$ cat config.mk
export PLATFORM = sky130hd
export DESIGN_NAME = ppc_top
export DESIGN_NICKNAME = d
export VERILOG_FILES = /design/src/rtl/ppc_pkg.sv /design/src/rtl/ppc_top.sv
export SDC_FILE = /design/constraint.sdc
export NUM_CORES = 1
export LEC_CHECK = 0
export BUFFER_PORTS_ARGS = -buffer_cell sky130_fd_sc_hd__buf_2
export CORE_MARGIN = 3
export CORE_UTILIZATION = 46
export CTS_CLUSTER_SIZE = 12
export DETAILED_ROUTE_END_ITERATION = 10
export PLACE_DENSITY = 0.66
export SLEW_MARGIN = 20
export SYNTH_ARGS = -nofsm -noshare
export SYNTH_HDL_FRONTEND = slang
export SYNTH_SLANG_ARGS = --single-unit
$ cat constraint.sdc
create_clock -name ref_clk -period 1.8 [get_ports ref_clk]
set_input_delay 0.27 -clock ref_clk [delete_from_list [all_inputs] [get_ports ref_clk]]
set_output_delay 0.27 -clock ref_clk [all_outputs]
set_load 0.05 [all_outputs]
$ cat src/rtl/ppc_pkg.sv
// Constants for the port pad configuration and pin interrupt block
// Overview of operation
// - Drive select bit one gives reduced drive
// - Drive select ignored on input pins
// - Pull enable bit turns pull device on
// - Pull enable ignored on output pins
// - Polarity: one pull-down rising, zero pull-up falling
// - Interrupt enable zero masks the request
// - Active edge on pin sets its flag
// - Writing one clears flag; flag shows edge
// - Request while flag and enable both set
// - Reserved location reads zero, ignores writes
// - Output pin drives second port data bit
// - Data read: register if output, else pin
// - Second port pins interrupt in either direction
// - Input register always returns buffered pin
// - Writes to input register are ignored
// - Direction bit selects input or output
// - Direction one output, zero input
package ppc_pkg;

	// Bus widths
	localparam int ADDR_W = 8;
	localparam int DATA_W = 8;

	// Register offsets, one byte each
	localparam logic [7:0] OFS_DRV_P  = 8'h00; // Drive strength select, first port
	localparam logic [7:0] OFS_PULL_P = 8'h01; // Pull enable, first port
	localparam logic [7:0] OFS_POL_P  = 8'h02; // Pull and edge polarity, first port
	localparam logic [7:0] OFS_IEN_P  = 8'h03; // Pin interrupt enable, first port
	localparam logic [7:0] OFS_IFL_P  = 8'h04; // Pin interrupt flags, first port
	localparam logic [7:0] OFS_RSVD   = 8'h05; // Reserved location
	localparam logic [7:0] OFS_DAT_J  = 8'h06; // Output data, second port
	localparam logic [7:0] OFS_LVL_J  = 8'h07; // Pin level, second port
	localparam logic [7:0] OFS_DIR_J  = 8'h08; // Direction, second port
	localparam logic [7:0] OFS_POL_J  = 8'h09; // Edge polarity, second port
	localparam logic [7:0] OFS_IEN_J  = 8'h0A; // Pin interrupt enable, second port
	localparam logic [7:0] OFS_IFL_J  = 8'h0B; // Pin interrupt flags, second port

	// Implemented bit masks
	localparam logic [7:0] MASK_P = 8'hBF; // Bits 7 and 5-0
	localparam logic [7:0] MASK_J = 8'hC7; // Bits 7-6 and 2-0

	// Reset value of every register
	localparam logic [7:0] RST_VAL = 8'h00;

	// Value of reserved and unmapped reads
	localparam logic [7:0] RD_ZERO = 8'h00;

endpackage

$ cat src/rtl/ppc_top.sv
// Port pad configuration, second port data path and pin interrupts
//
// Chosen here: the strobed register port and the register offsets.
`timescale 1ns/1ps
module ppc_top (
	input  wire logic       ref_clk,
	input  wire logic       rst_n,
	input  wire logic       clk_en,
	input  wire logic [7:0] bus_addr,
	input  wire logic [7:0] bus_wdata,
	input  wire logic       bus_wr,
	input  wire logic       bus_rd,
	output logic      [7:0] bus_rdata,
	input  wire logic [7:0] direction_first_port,
	input  wire logic [7:0] pin_p_i,
	output logic      [7:0] pad_reduce_p,
	output logic      [7:0] pad_pull_up_p,
	output logic      [7:0] pad_pull_dn_p,
	input  wire logic [7:0] pin_j_i,
	output logic      [7:0] pin_j_o,
	output logic      [7:0] pin_j_oe,
	output logic            irq
);

	// Software registers
	logic [7:0]  drv_q;      // Drive strength select, first port
	logic [7:0]  pull_q;     // Pull enable, first port
	logic [7:0]  dat_j_q;    // Output data, second port
	logic [7:0]  dir_j_q;    // Direction, second port
	logic [15:0] pol_q;      // Edge polarity, second port high byte
	logic [15:0] ien_q;      // Interrupt enable, second port high byte
	logic [15:0] ifl_q;      // Interrupt flags, second port high byte
	logic [15:0] ifl_d;      // Next flag values

	// Pin synchronisers and edge history
	logic [15:0] sync1_q;    // First stage, read only by second stage
	logic [15:0] sync2_q;    // Synchronised pin level
	logic [15:0] prev_q;     // Previous synchronised sample
	logic [15:0] edge_hit;   // Active edge seen this cycle
	logic [15:0] impl;       // Implemented bit mask per pin
	logic [7:0]  pin_j_sync; // Synchronised second port pins
	logic [15:0] ifl_keep;   // Flags that survive this cycle's clear

	// Address decode
	wire sel_drv_p  = (bus_addr == ppc_pkg::OFS_DRV_P);
	wire sel_pull_p = (bus_addr == ppc_pkg::OFS_PULL_P);
	wire sel_pol_p  = (bus_addr == ppc_pkg::OFS_POL_P);
	wire sel_ien_p  = (bus_addr == ppc_pkg::OFS_IEN_P);
	wire sel_ifl_p  = (bus_addr == ppc_pkg::OFS_IFL_P);
	wire sel_dat_j  = (bus_addr == ppc_pkg::OFS_DAT_J);
	wire sel_lvl_j  = (bus_addr == ppc_pkg::OFS_LVL_J); // Read only, no register takes its writes
	wire sel_dir_j  = (bus_addr == ppc_pkg::OFS_DIR_J);
	wire sel_pol_j  = (bus_addr == ppc_pkg::OFS_POL_J);
	wire sel_ien_j  = (bus_addr == ppc_pkg::OFS_IEN_J);
	wire sel_ifl_j  = (bus_addr == ppc_pkg::OFS_IFL_J);

	// Qualified write strobe and write data limited to implemented bits
	wire       wr_en = clk_en & bus_wr;
	wire [7:0] wd_p  = bus_wdata & ppc_pkg::MASK_P;
	wire [7:0] wd_j  = bus_wdata & ppc_pkg::MASK_J;

	// Clear masks for the flag registers, write one to clear
	wire [15:0] clr_mask = {(wr_en & sel_ifl_j) ? wd_j : 8'h00,
	                        (wr_en & sel_ifl_p) ? wd_p : 8'h00};

	// Second port data read: stored bit for outputs, pin for inputs
	wire [7:0] dat_j_rd = ((dat_j_q & dir_j_q) | (sync2_q[15:8] & ~dir_j_q))
	                      & ppc_pkg::MASK_J;

	// Read multiplexer; reserved and unmapped offsets give zero
	wire [7:0] rd_mux = ({8{sel_drv_p}}  & drv_q)
	                  | ({8{sel_pull_p}} & pull_q)
	                  | ({8{sel_pol_p}}  & pol_q[7:0])
	                  | ({8{sel_ien_p}}  & ien_q[7:0])
	                  | ({8{sel_ifl_p}}  & ifl_q[7:0])
	                  | ({8{sel_dat_j}}  & dat_j_rd)
	                  | ({8{sel_lvl_j}}  & (sync2_q[15:8] & ppc_pkg::MASK_J))
	                  | ({8{sel_dir_j}}  & dir_j_q)
	                  | ({8{sel_pol_j}}  & pol_q[15:8])
	                  | ({8{sel_ien_j}}  & ien_q[15:8])
	                  | ({8{sel_ifl_j}}  & ifl_q[15:8]);

	// Pad controls derived from registers and pin direction
	wire [7:0] reduce_d  = drv_q & direction_first_port & ppc_pkg::MASK_P;
	wire [7:0] pull_on   = pull_q & ~direction_first_port & ppc_pkg::MASK_P;
	wire [7:0] pull_up_d = pull_on & ~pol_q[7:0];
	wire [7:0] pull_dn_d = pull_on & pol_q[7:0];

	// Request level from enabled flags
	wire irq_d = |(ifl_q & ien_q);

	assign impl = {ppc_pkg::MASK_J, ppc_pkg::MASK_P};
	assign pin_j_sync = sync2_q[15:8];
	assign ifl_keep   = ifl_q & ~clr_mask;

	// Drive strength select register
	always_ff @(posedge ref_clk) begin
		if (!rst_n) begin
			drv_q <= ppc_pkg::RST_VAL;
		end else if (wr_en & sel_drv_p) begin
			drv_q <= wd_p;
		end
	end

	// Pull enable register
	always_ff @(posedge ref_clk) begin
		if (!rst_n) begin
			pull_q <= ppc_pkg::RST_VAL;
		end else if (wr_en & sel_pull_p) begin
			pull_q <= wd_p;
		end
	end

	// Polarity registers of both ports
	always_ff @(posedge ref_clk) begin
		if (!rst_n) begin
			pol_q <= {ppc_pkg::RST_VAL, ppc_pkg::RST_VAL};
		end else if (wr_en & sel_pol_p) begin
			pol_q[7:0] <= wd_p;
		end else if (wr_en & sel_pol_j) begin
			pol_q[15:8] <= wd_j;
		end
	end

	// Interrupt enable registers of both ports
	always_ff @(posedge ref_clk) begin
		if (!rst_n) begin
			ien_q <= {ppc_pkg::RST_VAL, ppc_pkg::RST_VAL};
		end else if (wr_en & sel_ien_p) begin
			ien_q[7:0] <= wd_p;
		end else if (wr_en & sel_ien_j) begin
			ien_q[15:8] <= wd_j;
		end
	end

	// Second port output data register
	always_ff @(posedge ref_clk) begin
		if (!rst_n) begin
			dat_j_q <= ppc_pkg::RST_VAL;
		end else if (wr_en & sel_dat_j) begin
			dat_j_q <= wd_j;
		end
	end

	// Second port direction register, one means output
	always_ff @(posedge ref_clk) begin
		if (!rst_n) begin
			dir_j_q <= ppc_pkg::RST_VAL;
		end else if (wr_en & sel_dir_j) begin
			dir_j_q <= wd_j;
		end
	end

	// Two-stage synchroniser plus history stage for every pin
	always_ff @(posedge ref_clk) begin
		if (!rst_n) begin
			sync1_q <= {ppc_pkg::RST_VAL, ppc_pkg::RST_VAL};
			sync2_q <= {ppc_pkg::RST_VAL, ppc_pkg::RST_VAL};
			prev_q  <= {ppc_pkg::RST_VAL, ppc_pkg::RST_VAL};
		end else if (clk_en) begin
			sync1_q <= {pin_j_i, pin_p_i};
			sync2_q <= sync1_q;
			prev_q  <= sync2_q;
		end
	end

	// Per-pin edge detection and sticky flag; a new edge beats a clear
	genvar gi;
	generate
		for (gi = 0; gi < 16; gi++) begin : g_pin
			// Rising edge when polarity is one, falling edge when zero
			assign edge_hit[gi] = impl[gi] & (pol_q[gi]
			                      ? (sync2_q[gi] & ~prev_q[gi])
			                      : (~sync2_q[gi] & prev_q[gi]));
			// Set wins over the write-one clear
			assign ifl_d[gi] = edge_hit[gi] | (ifl_q[gi] & ~clr_mask[gi]);
		end
	endgenerate

	// Interrupt flag registers of both ports
	always_ff @(posedge ref_clk) begin
		if (!rst_n) begin
			ifl_q <= {ppc_pkg::RST_VAL, ppc_pkg::RST_VAL};
		end else if (clk_en) begin
			ifl_q <= ifl_d;
		end
	end

	// Read data stands in the cycle after an enabled read strobe and holds while clk_en is low
	always_ff @(posedge ref_clk) begin
		if (!rst_n) begin
			bus_rdata <= ppc_pkg::RD_ZERO;
		end else if (clk_en) begin
			bus_rdata <= bus_rd ? rd_mux : ppc_pkg::RD_ZERO;
		end
	end

	// Registered pad controls of the first port
	always_ff @(posedge ref_clk) begin
		if (!rst_n) begin
			pad_reduce_p  <= ppc_pkg::RST_VAL;
			pad_pull_up_p <= ppc_pkg::RST_VAL;
			pad_pull_dn_p <= ppc_pkg::RST_VAL;
		end else if (clk_en) begin
			pad_reduce_p  <= reduce_d;
			pad_pull_up_p <= pull_up_d;
			pad_pull_dn_p <= pull_dn_d;
		end
	end

	// Registered second port pin drive and enable
	always_ff @(posedge ref_clk) begin
		if (!rst_n) begin
			pin_j_o  <= ppc_pkg::RST_VAL;
			pin_j_oe <= ppc_pkg::RST_VAL;
		end else if (clk_en) begin
			pin_j_o  <= dat_j_q & dir_j_q;
			pin_j_oe <= dir_j_q;
		end
	end

	// Registered interrupt request level
	always_ff @(posedge ref_clk) begin
		if (!rst_n) begin
			irq <= 1'b0;
		end else if (clk_en) begin
			irq <= irq_d;
		end
	end

	// Reduced drive follows selection only for output pins
	property p_reduce;
		@(posedge ref_clk) disable iff (!rst_n)
		clk_en |=> pad_reduce_p == ($past(drv_q) & $past(direction_first_port) & ppc_pkg::MASK_P);
	endproperty
	a_reduce: assert property (p_reduce) else $error("reduced drive mismatch");

	// Pull device active only on input pins with enable set
	property p_pull;
		@(posedge ref_clk) disable iff (!rst_n)
		clk_en |=> (pad_pull_up_p | pad_pull_dn_p) ==
		           ($past(pull_q) & ~$past(direction_first_port) & ppc_pkg::MASK_P);
	endproperty
	a_pull: assert property (p_pull) else $error("pull enable mismatch");

	// Pull-down only where polarity is one, never both pulls
	property p_pull_pol;
		@(posedge ref_clk) disable iff (!rst_n)
		((pad_pull_dn_p & ~pol_q[7:0]) == 8'h00 || $changed(pol_q))
		&& ((pad_pull_up_p & pad_pull_dn_p) == 8'h00);
	endproperty
	a_pull_pol: assert property (p_pull_pol) else $error("pull polarity mismatch");

	// Active edge sets the flag on the next enabled edge
	property p_flag_set;
		@(posedge ref_clk) disable iff (!rst_n)
		(clk_en && edge_hit != 16'h0000) |=> ((ifl_q & $past(edge_hit)) == $past(edge_hit));
	endproperty
	a_flag_set: assert property (p_flag_set) else $error("edge did not set flag");

	// Write one clears a flag when no new edge arrives
	property p_flag_clr;
		@(posedge ref_clk) disable iff (!rst_n)
		(clk_en && (clr_mask & ~edge_hit) != 16'h0000)
		|=> (ifl_q & $past(clr_mask) & ~$past(edge_hit)) == 16'h0000;
	endproperty
	a_flag_clr: assert property (p_flag_clr) else $error("flag not cleared");

	// Request follows enabled flags one cycle later
	property p_irq;
		@(posedge ref_clk) disable iff (!rst_n)
		clk_en |=> irq == |($past(ifl_q) & $past(ien_q));
	endproperty
	a_irq: assert property (p_irq) else $error("request level mismatch");

	// Reserved location reads zero
	property p_rsvd;
		@(posedge ref_clk) disable iff (!rst_n)
		(clk_en && bus_rd && bus_addr == ppc_pkg::OFS_RSVD) |=> bus_rdata == ppc_pkg::RD_ZERO;
	endproperty
	a_rsvd: assert property (p_rsvd) else $error("reserved read not zero");

	// Second port drive equals data on output pins
	property p_drive_j;
		@(posedge ref_clk) disable iff (!rst_n)
		clk_en |=> (pin_j_oe == $past(dir_j_q)) && ((pin_j_o & pin_j_oe) == ($past(dat_j_q) & pin_j_oe));
	endproperty
	a_drive_j: assert property (p_drive_j) else $error("second port drive mismatch");

	// Data read selects register or pin by direction
	property p_dat_rd;
		@(posedge ref_clk) disable iff (!rst_n)
		(clk_en && bus_rd && sel_dat_j) |=>
		bus_rdata == ((($past(dat_j_q) & $past(dir_j_q)) | ($past(pin_j_sync) & ~$past(dir_j_q)))
		              & ppc_pkg::MASK_J);
	endproperty
	a_dat_rd: assert property (p_dat_rd) else $error("data read mismatch");

	// Writes to the input register change no state
	property p_lvl_wr;
		@(posedge ref_clk) disable iff (!rst_n)
		(bus_wr && sel_lvl_j) |=> $stable(dat_j_q) && $stable(dir_j_q) && $stable(pol_q) && $stable(ien_q);
	endproperty
	a_lvl_wr: assert property (p_lvl_wr) else $error("input register write had effect");

	// Unimplemented bits stay zero
	property p_unimpl;
		@(posedge ref_clk) disable iff (!rst_n)
		((ifl_q | ien_q | pol_q) & ~impl) == 16'h0000 && drv_q[6] == 1'b0 && dir_j_q[5:3] == 3'b000;
	endproperty
	a_unimpl: assert property (p_unimpl) else $error("unimplemented bit set");

	// Read of the input register returns synchronised pins
	property p_lvl_rd;
		@(posedge ref_clk) disable iff (!rst_n)
		(clk_en && bus_rd && sel_lvl_j) |=> bus_rdata == ($past(pin_j_sync) & ppc_pkg::MASK_J);
	endproperty
	a_lvl_rd: assert property (p_lvl_rd) else $error("pin level read mismatch");

	// Read of the direction register returns the stored bits
	property p_dir_rd;
		@(posedge ref_clk) disable iff (!rst_n)
		(clk_en && bus_rd && sel_dir_j) |=> bus_rdata == $past(dir_j_q);
	endproperty
	a_dir_rd: assert property (p_dir_rd) else $error("direction read mismatch");

	// A flag only rises where an active edge was seen
	property p_flag_only_edge;
		@(posedge ref_clk) disable iff (!rst_n)
		clk_en |=> (ifl_q & ~$past(ifl_q) & ~$past(edge_hit)) == 16'h0000;
	endproperty
	a_flag_only_edge: assert property (p_flag_only_edge) else $error("flag set without edge");

	// A set flag stays set until a one is written to it
	property p_flag_hold;
		@(posedge ref_clk) disable iff (!rst_n)
		clk_en |=> (ifl_q & $past(ifl_keep)) == $past(ifl_keep);
	endproperty
	a_flag_hold: assert property (p_flag_hold) else $error("flag lost without clear");

	// Pins move one synchroniser stage per enabled edge
	property p_sync;
		@(posedge ref_clk) disable iff (!rst_n)
		clk_en |=> (sync2_q == $past(sync1_q)) && (prev_q == $past(sync2_q));
	endproperty
	a_sync: assert property (p_sync) else $error("synchroniser stage mismatch");

	// Clock enable low keeps registers, flags and outputs
	property p_freeze;
		@(posedge ref_clk) disable iff (!rst_n)
		!clk_en |=> $stable(drv_q) && $stable(dat_j_q) && $stable(ifl_q) && $stable(sync2_q)
		            && $stable(bus_rdata) && $stable(irq);
	endproperty
	a_freeze: assert property (p_freeze) else $error("state moved while frozen");

endmodule

# Word level (Yosys, flattened, before mapping)

Cells that the tools add are included.

Register bits: 157
Bits in latches: 0
ROM bits: 0
Output and inout bits: 49
Memories kept: 0
Memory bits (writable): 0

Equality and inequality tests: 10
Add/subtract/negate cells: 0
Bitwise operators: 137
Shift-type cells: 0
Divide/modulo/power cells: 0
Mux-type cells: 15
$mul: 0
Reduce and logical (&&, ||, !) cells: 4
Magnitude comparators: 0

Operator list:

| kind                                           | number |
|---|---|
| AND 8 bit                                      | 17 |
| OR 8 bit                                       | 11 |
| AND 1 bit                                      | 51 |
| inverter 1 bit                                 | 42 |
| == test 8 x 4 -> 1 bit (second input constant) | 4 |
| == test 8 x 3 -> 1 bit (second input constant) | 3 |
| two-way mux 8 bit                              | 3 |
| inverter 8 bit                                 | 3 |
| AND 16 bit                                     | 1 |
| == test 8 x 2 -> 1 bit (second input constant) | 2 |
| OR reduction 16 bit                            | 1 |
| two-way mux 1 bit                              | 12 |
| OR 1 bit                                       | 12 |
| == test 8 x 1 -> 1 bit (second input constant) | 1 |
| zero test 8 bit                                | 1 |
| AND reduction 2 bit                            | 2 |

# Longest topological paths before layout

Gate-level depths: netlist (run 1).

Depth after elaboration: 13
Gate-level depth with buffers: 8
Mapped depth without buffers: 5

# Least setup slack after synthesis (run 1)

No wires, ideal clock.

Path type: in2reg
Start: in bus_addr[5]
End: reg pol_q[0]
Setup slack: 0.026 ns
Arrival time: 1.647 ns
Setup time: 0.128 ns
Buffers on the path: 0
Stages on the path: 5
Path through: or4_4 -> nor3_4 -> nand2_2 -> mux2i_1 -> nor2_1

Word-level cells in the longest chain between the ends: 2

Ends and longest elaborated chain:

| item                   | RTL line       | text |
|---|---|---|
| start, declared        | ppc_top.sv:9   | `input wire logic [7:0] bus_addr,` |
| == test 8 x 2 -> 1 bit | ppc_top.sv:47  | `wire sel_pol_p = (bus_addr == ppc_pkg::OFS_POL_P);` |
| AND 1 bit              | ppc_top.sv:118 | `end else if (wr_en & sel_pol_p) begin` |
| end signal, assigned   | ppc_top.sv:117 | `pol_q <= {ppc_pkg::RST_VAL, ppc_pkg::RST_VAL};` |
| end signal, assigned   | ppc_top.sv:119 | `pol_q[7:0] <= wd_p;` |
| end, declared          | ppc_top.sv:30  | `logic [15:0] pol_q;` |

No other way between the ends.
A chain may end at the register's enable or synchronous reset.

# Worst setup path after layout (run 1)

Start: reg dir_j_q[2]
End: reg bus_rdata[2]

Word-level cells in the longest chain between the ends: 11

Ends and longest elaborated chain:

| item                   | RTL line       | text |
|---|---|---|
| start, declared        | ppc_top.sv:29  | `logic [7:0] dir_j_q;` |
| start signal, assigned | ppc_top.sv:148 | `dir_j_q <= ppc_pkg::RST_VAL;` |
| start signal, assigned | ppc_top.sv:150 | `dir_j_q <= wd_j;` |
| inverter 8 bit         | ppc_top.sv:67  | `wire [7:0] dat_j_rd = ((dat_j_q & dir_j_q) \| (sync2_q[15:8] & ~dir_j_q))` |
| AND 8 bit              | ppc_top.sv:67  |  |
| OR 8 bit               | ppc_top.sv:67  |  |
| AND 8 bit              | ppc_top.sv:76  | `\| ({8{sel_dat_j}} & dat_j_rd)` |
| OR 8 bit               | ppc_top.sv:76  |  |
| OR 8 bit               | ppc_top.sv:77  | `\| ({8{sel_lvl_j}} & (sync2_q[15:8] & ppc_pkg::MASK_J))` |
| OR 8 bit *             | ppc_top.sv:78  | `\| ({8{sel_dir_j}} & dir_j_q)` |
| OR 8 bit *             | ppc_top.sv:79  | `\| ({8{sel_pol_j}} & pol_q[15:8])` |
| OR 8 bit *             | ppc_top.sv:80  | `\| ({8{sel_ien_j}} & ien_q[15:8])` |
| OR 8 bit *             | ppc_top.sv:81  | `\| ({8{sel_ifl_j}} & ifl_q[15:8]);` |
| two-way mux 8 bit *    | ppc_top.sv:194 | `bus_rdata <= bus_rd ? rd_mux : ppc_pkg::RD_ZERO;` |
| end signal, assigned   | ppc_top.sv:192 | `bus_rdata <= ppc_pkg::RD_ZERO;` |
| end signal, assigned   | ppc_top.sv:194 |  |
| end, declared          | ppc_top.sv:13  | `output logic [7:0] bus_rdata,` |

Every way passes the cells marked *; elsewhere a longest branch is shown, timed or not.

==> summary.md, run 1 <==
| Metric | Value |
|---|---|
| Status | `complete, no violations` |
| Post-CTS setup buffer count | `0` |
| Syn. warnings | `0` |
| Maxcap violations | `0` |
| Final ANT Viol Nets | `0` |
| Reg2reg setup slack | `0.21 ns` |
| Row count | `41` |
| Yosys reg bits | `136` |
| Reg2reg end | `bus_rdata[2]$_SDFFE_PN0P_` |
| Post-synthesis adder-cell area fraction | `0%` |
| Final hold vios | `0` |
| Hold path cells | `3` |
| Commonest register cell after synthesis | `dfxtp_1` |
| Crit path max fanout | `5` |
| Reg2Reg Depth | `5` |
| Largest net degree at the start of global routing | `92` |
| Critical path arrival | `1.90 ns` |
| Crit start category | `flop` |
| Yosys cell types | `46` |
| Die height | `120 um` |
| I/O Pins | `94` |
| Fmax | `629 MHz` |
| Unrepaired setup endpoints after global routing | `false` |
| Critical path cell sequence | `nor2b_1, mux2_2, a32oi_1, o31ai_1, a22o_1` |
| Pwr/cell area | `974 nW/um^2` |
| Via-to-Cell Ratio | `5.36` |
| Reg2reg start | `dir_j_q[2]$_SDFFE_PN0P_` |
| Antenna violations before repair | `0` |
| Endpoint, Worst Hold | `sync1_q[5]$_SDFFE_PN0P_` |
| Mapped Area | `6030 um^2` |
| Die area | `14,500 um^2` |
| HPWL after DPL | `11,500 um` |
| Register area share after synthesis | `45.2%` |
| Post-synthesis mux area share | `19.1%` |
| Worst Hold Class | `input pin to flop` |
| Post-cts hold buffer count | `0` |
| Leakage | `0.00316 uW` |
| Synthesis-to-layout area growth | `22.3%` |
| CTS root buf | `clkbuf_16` |
| Clock sink total | `136` |
| Drt total wl | `16,100 um` |
| XOR/XNOR Fraction of Synth Area | `0%` |
| Worst setup margin | `0.210 ns` |
| Setup Skew | `0.00995 ns` |
| CTS tree | `built` |
| Routability Congestion | `0.927` |
| Post-synthesis simple-gate area fraction | `20.9%` |
| Pins Over Slew Limit | `0` |
| Worst hold slack | `0.0860 ns` |
| Global-route wire length before repair | `25,700 um` |
| Crit-path max cell delay | `0.43 ns` |
| First DRT Iteration DRCs | `449` |
| CP Data Required Time | `2.11 ns` |
| Yosys top cell area share | `45.2%` |
| Total Routing Usage GR | `22.7%` |
| Most common cell after layout, fill and taps aside | `dfxtp_1` |
| Yosys top cell by area | `dfxtp_1` |
| Design Power | `7180 uW` |
| Nets | `801` |
| Remaining global-route overflow | `0` |
| Worst vdd ir | `0.000678 V` |
| Asr flop ratio synth | `0%` |
| Post-CTS sizing | `0` |
| Hold path start | `pin_p_i[5]` |
| Layout cells sized above 1 | `22.0%` |
| Fin crit period | `1.59 ns` |
| Die width | `120 um` |
| Avg Inst Size Synth | `9.07 um^2` |
| Clock latency on the worst-skew pair | `0.42 ns` |
| Kind of critical path | `flop to flop` |
| Vias | `5,044` |
| # diodes | `0` |
| Post-Place Worst Slack | `-0.0968 ns` |
| Fin crit share | `88.4%` |
| Compound-Gate Fraction of Synth Area | `10.1%` |
| Clock tree buffer depth | `2` |
| I/O Buffers | `79` |
| Most frequent cells in the layout | `dfxtp_1, nor2_1, mux2i_1` |
| Final setup violation count | `0` |
| Crit-path slowest cell | `dfxtp_1` |
| Number of H-tree levels | `4` |
| Gate Count Post-Synth | `665` |
| Largest family of logic cells by synthesized area | `simple AND/OR/NAND/NOR gates` |
| EDFF count, synth | `0` |
| Total negative slack | `0 ns` |
| Initial core utilization | `47.4%` |
| Wire per inst | `17.1 um` |
| Vias in the first global route | `4,819` |
| Worst-path clk slew | `0.06 ns` |
| CORE AREA | `12,700 um^2` |
| Clock buffer count from CTS | `17` |
| Worst Setup End Kind | `flop` |
| Synth area leaders | `dfxtp_1, mux2i_1, nor2_1` |
| TritonRoute pass-1 iters | `5` |
| Drc violations | `0` |
## how the worst max path moves through the flow
stage,cells past startpoint,start,end,slack (ns)
floorplan,5,bus_addr[5],pol_q[0]$_SDFFE_PN0P_,0.03
global placement,7,bus_addr[5],pull_q[0]$_SDFFE_PN0P_,-0.06
detailed placement,7,bus_addr[5],drv_q[1]$_SDFFE_PN0P_,-0.1
CTS,5,dir_j_q[2]$_SDFFE_PN0P_,bus_rdata[2]$_SDFFE_PN0P_,0.17
global route,5,dir_j_q[2]$_SDFFE_PN0P_,bus_rdata[2]$_SDFFE_PN0P_,0.11
finish,5,dir_j_q[2]$_SDFFE_PN0P_,bus_rdata[2]$_SDFFE_PN0P_,0.21
## state kept, by name, indices dropped and copies added, names as in the netlist
signal         cells
pull_q             7
sync1_q           12
pad_pull_up_p      7
ien_q             12
bus_rdata          8
drv_q              7
prev_q            12
pad_reduce_p       7
pol_q             12
ifl_q             12
sync2_q           12
dat_j_q            5
pin_j_oe           5
irq                1
dir_j_q            5
pad_pull_dn_p      7
pin_j_o            5
## layer usage
layer	up-vias	global-route usage, %	wire length [um]
li1	2488	-	-
met1	2399	32.6	7670
met2	139	34.3	7310
met3	18	5.00	938
met4	0	6.94	212
met5	-	0	0
## synth_stat cells (all sizes together) (10+ instances only)
cell type / instances
mux2i: 96
inv: 10
nand3: 25
a21oi: 43
o21ai: 27
a22oi: 10
buf: 22
clkbuf: 28
nor2: 110
nand2: 57
dfxtp: 136
nand2b: 19
## cell families (layout without fill, tap and decap cells)
family	count (synthesis)	count (layout)
and+or+nand+nor	257	257
AOI/OAI and AO/OA	103	103
other	1	9
DFF	136	136
buffers and inverters	60	156
muxes	108	108
## stage by stage
stage          utilization, %  instance area (um^2)  std cells
2_1_floorplan               -                  6060        673
3_3_place_gp             53.0                  6750        909
3_5_place_dp             53.0                  6750        909
4_1_cts                  58.0                  7370        941
5_1_grt                  58.0                  7370        941
6_report                 58.0                  7370        941
## worst max-delay path: cells and delay by family, from the launching register on
kind | cells | cell delay [ns]
AND/OR/NAND/NOR | 1 | 0.18
AO/OA/AOI/OAI | 3 | 0.51
multiplexers | 1 | 0.36
flip-flops | 1 | 0.43
## cell type report
| type | count | area [um^2] |
|---|---|---|
| well taps | 172 | 215 |
| multi-input cells | 477 | 3060 |
| fillers | 1183 | 5350 |
| repair buffers | 114 | 711 |
| clock inverters | 12 | 171 |
| inverters | 10 | 38.8 |
| flip-flops and latches | 136 | 2720 |
| clock buffers | 20 | 457 |
## power by group
part	leakage, uW	switching, uW	total [uW]	internal [uW]
registers	0.00110	28.9	3070	3050
logic	0.00174	284	444	160
clock network	0.000314	1270	3660	2390
Note: power is estimated with default switching activity, not from simulation.
==> run 2, diff against run 1 <==
- CELL_PAD_IN_SITES_DETAIL_PLACEMENT: unset -> 1
- CELL_PAD_IN_SITES_GLOBAL_PLACEMENT: unset -> 1
- CORE_UTILIZATION: 46 -> 39
- GPL_TIMING_DRIVEN: unset -> 0
- PLACE_DENSITY: 0.66 -> 0.73
==> summary.md, run 2 (synthesized netlist as in run 1, its figures left out) <==
| Metric | Value |
|---|---|
| Drc violations | `0 (unchanged)` |
| Number of H-tree levels | `4 (unchanged)` |
| Clock sink total | `136 (unchanged)` |
| Reg power frac | `43.3% (+0.5 points)` |
| Final setup violation count | `0 (unchanged)` |
| First DRT Iteration DRCs | `345 (-23%)` |
| Total negative slack | `0 ns (unchanged)` |
| Crit start category | `input pin` |
| Global-route wire length before repair | `32,000 um (+24%)` |
| Initial core utilization | `40.7% (-6.7 points)` |
| Most common cell after layout, fill and taps aside | `dfxtp_1` |
| Die area | `17,000 um^2 (+17%)` |
| NetSw | `1680 uW (+5.9%)` |
| Placed Cells | `927 (+2.0%)` |
| Relative slew slack | `24.4%` |
| Reg2reg setup slack | `0.08 ns (-0.13 ns)` |
| CTS root buf | `clkbuf_16` |
| Fmax | `574 MHz (-8.7%)` |
| Non-filler cells in the finished layout | `963 (+2.3%)` |
| Row count | `44 (+7.3%)` |
| Reg2reg start | `dir_j_q[2]$_SDFFE_PN0P_` |
| Fin crit period | `1.74 ns (+0.151 ns)` |
| Reg2Reg Depth | `5 (unchanged)` |
| Post-cts hold buffer count | `0 (unchanged)` |
| HPWL after DPL | `15,300 um (+33%)` |
| Worst Hold Class | `input pin to flop` |
| Worst vdd ir | `0.000653 V (-3.7%)` |
| Reg2reg end | `bus_rdata[2]$_SDFFE_PN0P_` |
| I/O Pins | `94 (unchanged)` |
| Final ANT Viol Nets | `0 (unchanged)` |
| Most frequent cells in the layout | `dfxtp_1, nor2_1, mux2i_1` |
| Remaining global-route overflow | `0 (unchanged)` |
| Maxcap violations | `0 (unchanged)` |
| Clock buffer count from CTS | `17 (unchanged)` |
| P_int | `5420 uW (-3.1%)` |
| Hold path cells | `3 (unchanged)` |
| Endpoint, Worst Hold | `sync1_q[1]$_SDFFE_PN0P_` |
| Pwr/cell area | `973 nW/um^2 (about the same)` |
| Vias | `5,330 (+5.7%)` |
| Critical path arrival | `2.04 ns (+0.14 ns)` |
| # diodes | `0 (unchanged)` |
| Antenna violations before repair | `0 (unchanged)` |
| Total Routing Usage GR | `25.2% (+2.4 points)` |
| Final hold vios | `0 (unchanged)` |
| Clock latency on the worst-skew pair | `0.42 ns (about the same)` |
| Leakage | `0.00307 uW (-2.7%)` |
| Routability Congestion | `0.891 (-3.9%)` |
| Largest net degree at the start of global routing | `17 (-82%)` |
| Crit path max fanout | `10 (+5)` |
| Layout cells sized above 1 | `19.1% (-2.8 points)` |
| Wire per inst | `21.5 um (+26%)` |
| CTS tree | `built` |
| CP Data Required Time | `2.10 ns (about the same)` |
| Worst-path clk slew | `0.06 ns (about the same)` |
| Worst Setup End Kind | `flop` |
| Power share of the clock group | `50.0% (-1.0 points)` |
| Via-to-Cell Ratio | `5.53 (+3.3%)` |
| Setup Skew | `0.00373 ns (-0.00622 ns)` |
| Die height | `130 um (+8.2%)` |
| Clock tree buffer depth | `2 (unchanged)` |
| Die width | `130 um (+8.2%)` |
| Switching portion of total power | `23.7% (+1.6 points)` |
| Unrepaired setup endpoints after global routing | `false` |
| Nets | `811 (+1.2%)` |
| Vias in the first global route | `5,482 (+14%)` |
| Hold path start | `pin_p_i[1]` |
| Worst-margin pin slew | `1.13 ns` |
| Drt total wl | `20,700 um (+28%)` |
| TritonRoute pass-1 iters | `5 (unchanged)` |
| I/O Buffers | `70 (-11%)` |
| Status | `complete, no violations` |
| Synthesis-to-layout area growth | `21.0%` |
| Pins Over Slew Limit | `0 (unchanged)` |
| Fin crit share | `96.7% (+8.4 points)` |
| CORE AREA | `14,800 um^2 (+16%)` |
| Kind of critical path | `input pin to flop` |
| Combinational power share | `6.7% (+0.5 points)` |
## run 2: cell count changes in the layout (fill, tap and decap cells not counted), moves of 3 or more
cell | before | now
buf_1 | 0 | 3
buf_12 | 4 | 1
buf_4 | 32 | 12
clkbuf_1 | 1 | 29
clkbuf_8 | 2 | 5
clkinv_2 | 6 | 2
## run 2: cell type report
| cell class | count | area [um^2] |
|---|---|---|
| fill | 1745 | 7510 |
| multi-input combinational | 477 | 3070 |
| sequential | 136 | 2720 |
| clock buffer | 26 | 509 |
| timing repair buffer | 74 | 393 |
| buffer | 50 | 249 |
| tap | 184 | 230 |
| clock inverter | 6 | 86.3 |
| inverter | 10 | 37.5 |
## run 2: how the worst max path moves through the flow
stage / start / slack [ns] / end
after CTS: bus_addr[0] / 0.006 / ien_q[1]$_SDFFE_PN0P_
final: bus_addr[0] / 0.06 / bus_rdata[7]$_SDFFE_PN0P_
after floorplan: bus_addr[5] / 0.03 / pol_q[0]$_SDFFE_PN0P_
after global placement: bus_addr[0] / -0.71 / bus_rdata[7]$_SDFFE_PN0P_
after global routing: bus_addr[0] / 0.006 / bus_rdata[7]$_SDFFE_PN0P_
after detailed placement: bus_addr[0] / -0.72 / ien_q[1]$_SDFFE_PN0P_
## run 2: what timing repair did
| action | 4_1_cts | 5_1_grt |
|---|---|---|
| endpoints found under the hold margin | 0 | 0 |
| pin swaps | 1 | 0 |
| gates resized for setup | 5 | 4 |
| buffers inserted | 4 | 0 |
| endpoints found under the setup margin | 31 | 26 |
## run 2: through the flow
step	instance area (um^2)	total power (uW)	hold slack, ns	worst slack, ns	utilization (%)
floorplan	6060	3430	0.414	0.0257	-
global placement	6640	3600	0.442	-0.713	44.8
detailed placement	6640	3610	0.445	-0.722	44.8
CTS	7290	7120	0.0755	0.00579	49.2
global route	7300	7320	0.0921	0.00560	49.3
finish	7300	7100	0.0911	0.0587	49.3
## run 2: power groups by stage
stage / sequential, uW / clock, uW / combinational [uW]
after floorplan: 3130 / 0 / 299
after global placement: 3140 / 0 / 460
after detailed placement: 3140 / 0 / 469
after CTS: 3080 / 3570 / 475
after global routing: 3080 / 3730 / 514
final: 3080 / 3550 / 477
## run 2: layer usage
layer	up-vias	global-route usage, %	share of wire (%)
met5	-	0	0
met1	2654	34.2	46
met3	30	4.09	4.5
li1	2506	-	-
met4	0	8.80	2.1
met2	140	40.6	47
## run 2: worst max-delay path, stage by stage
cell      delay (ns)
buf_2           0.22
clkbuf_4        0.32
clkbuf_4        0.30
mux2i_1         0.36
nor2_1          0.11
a221oi_1        0.33
a21oi_1         0.12
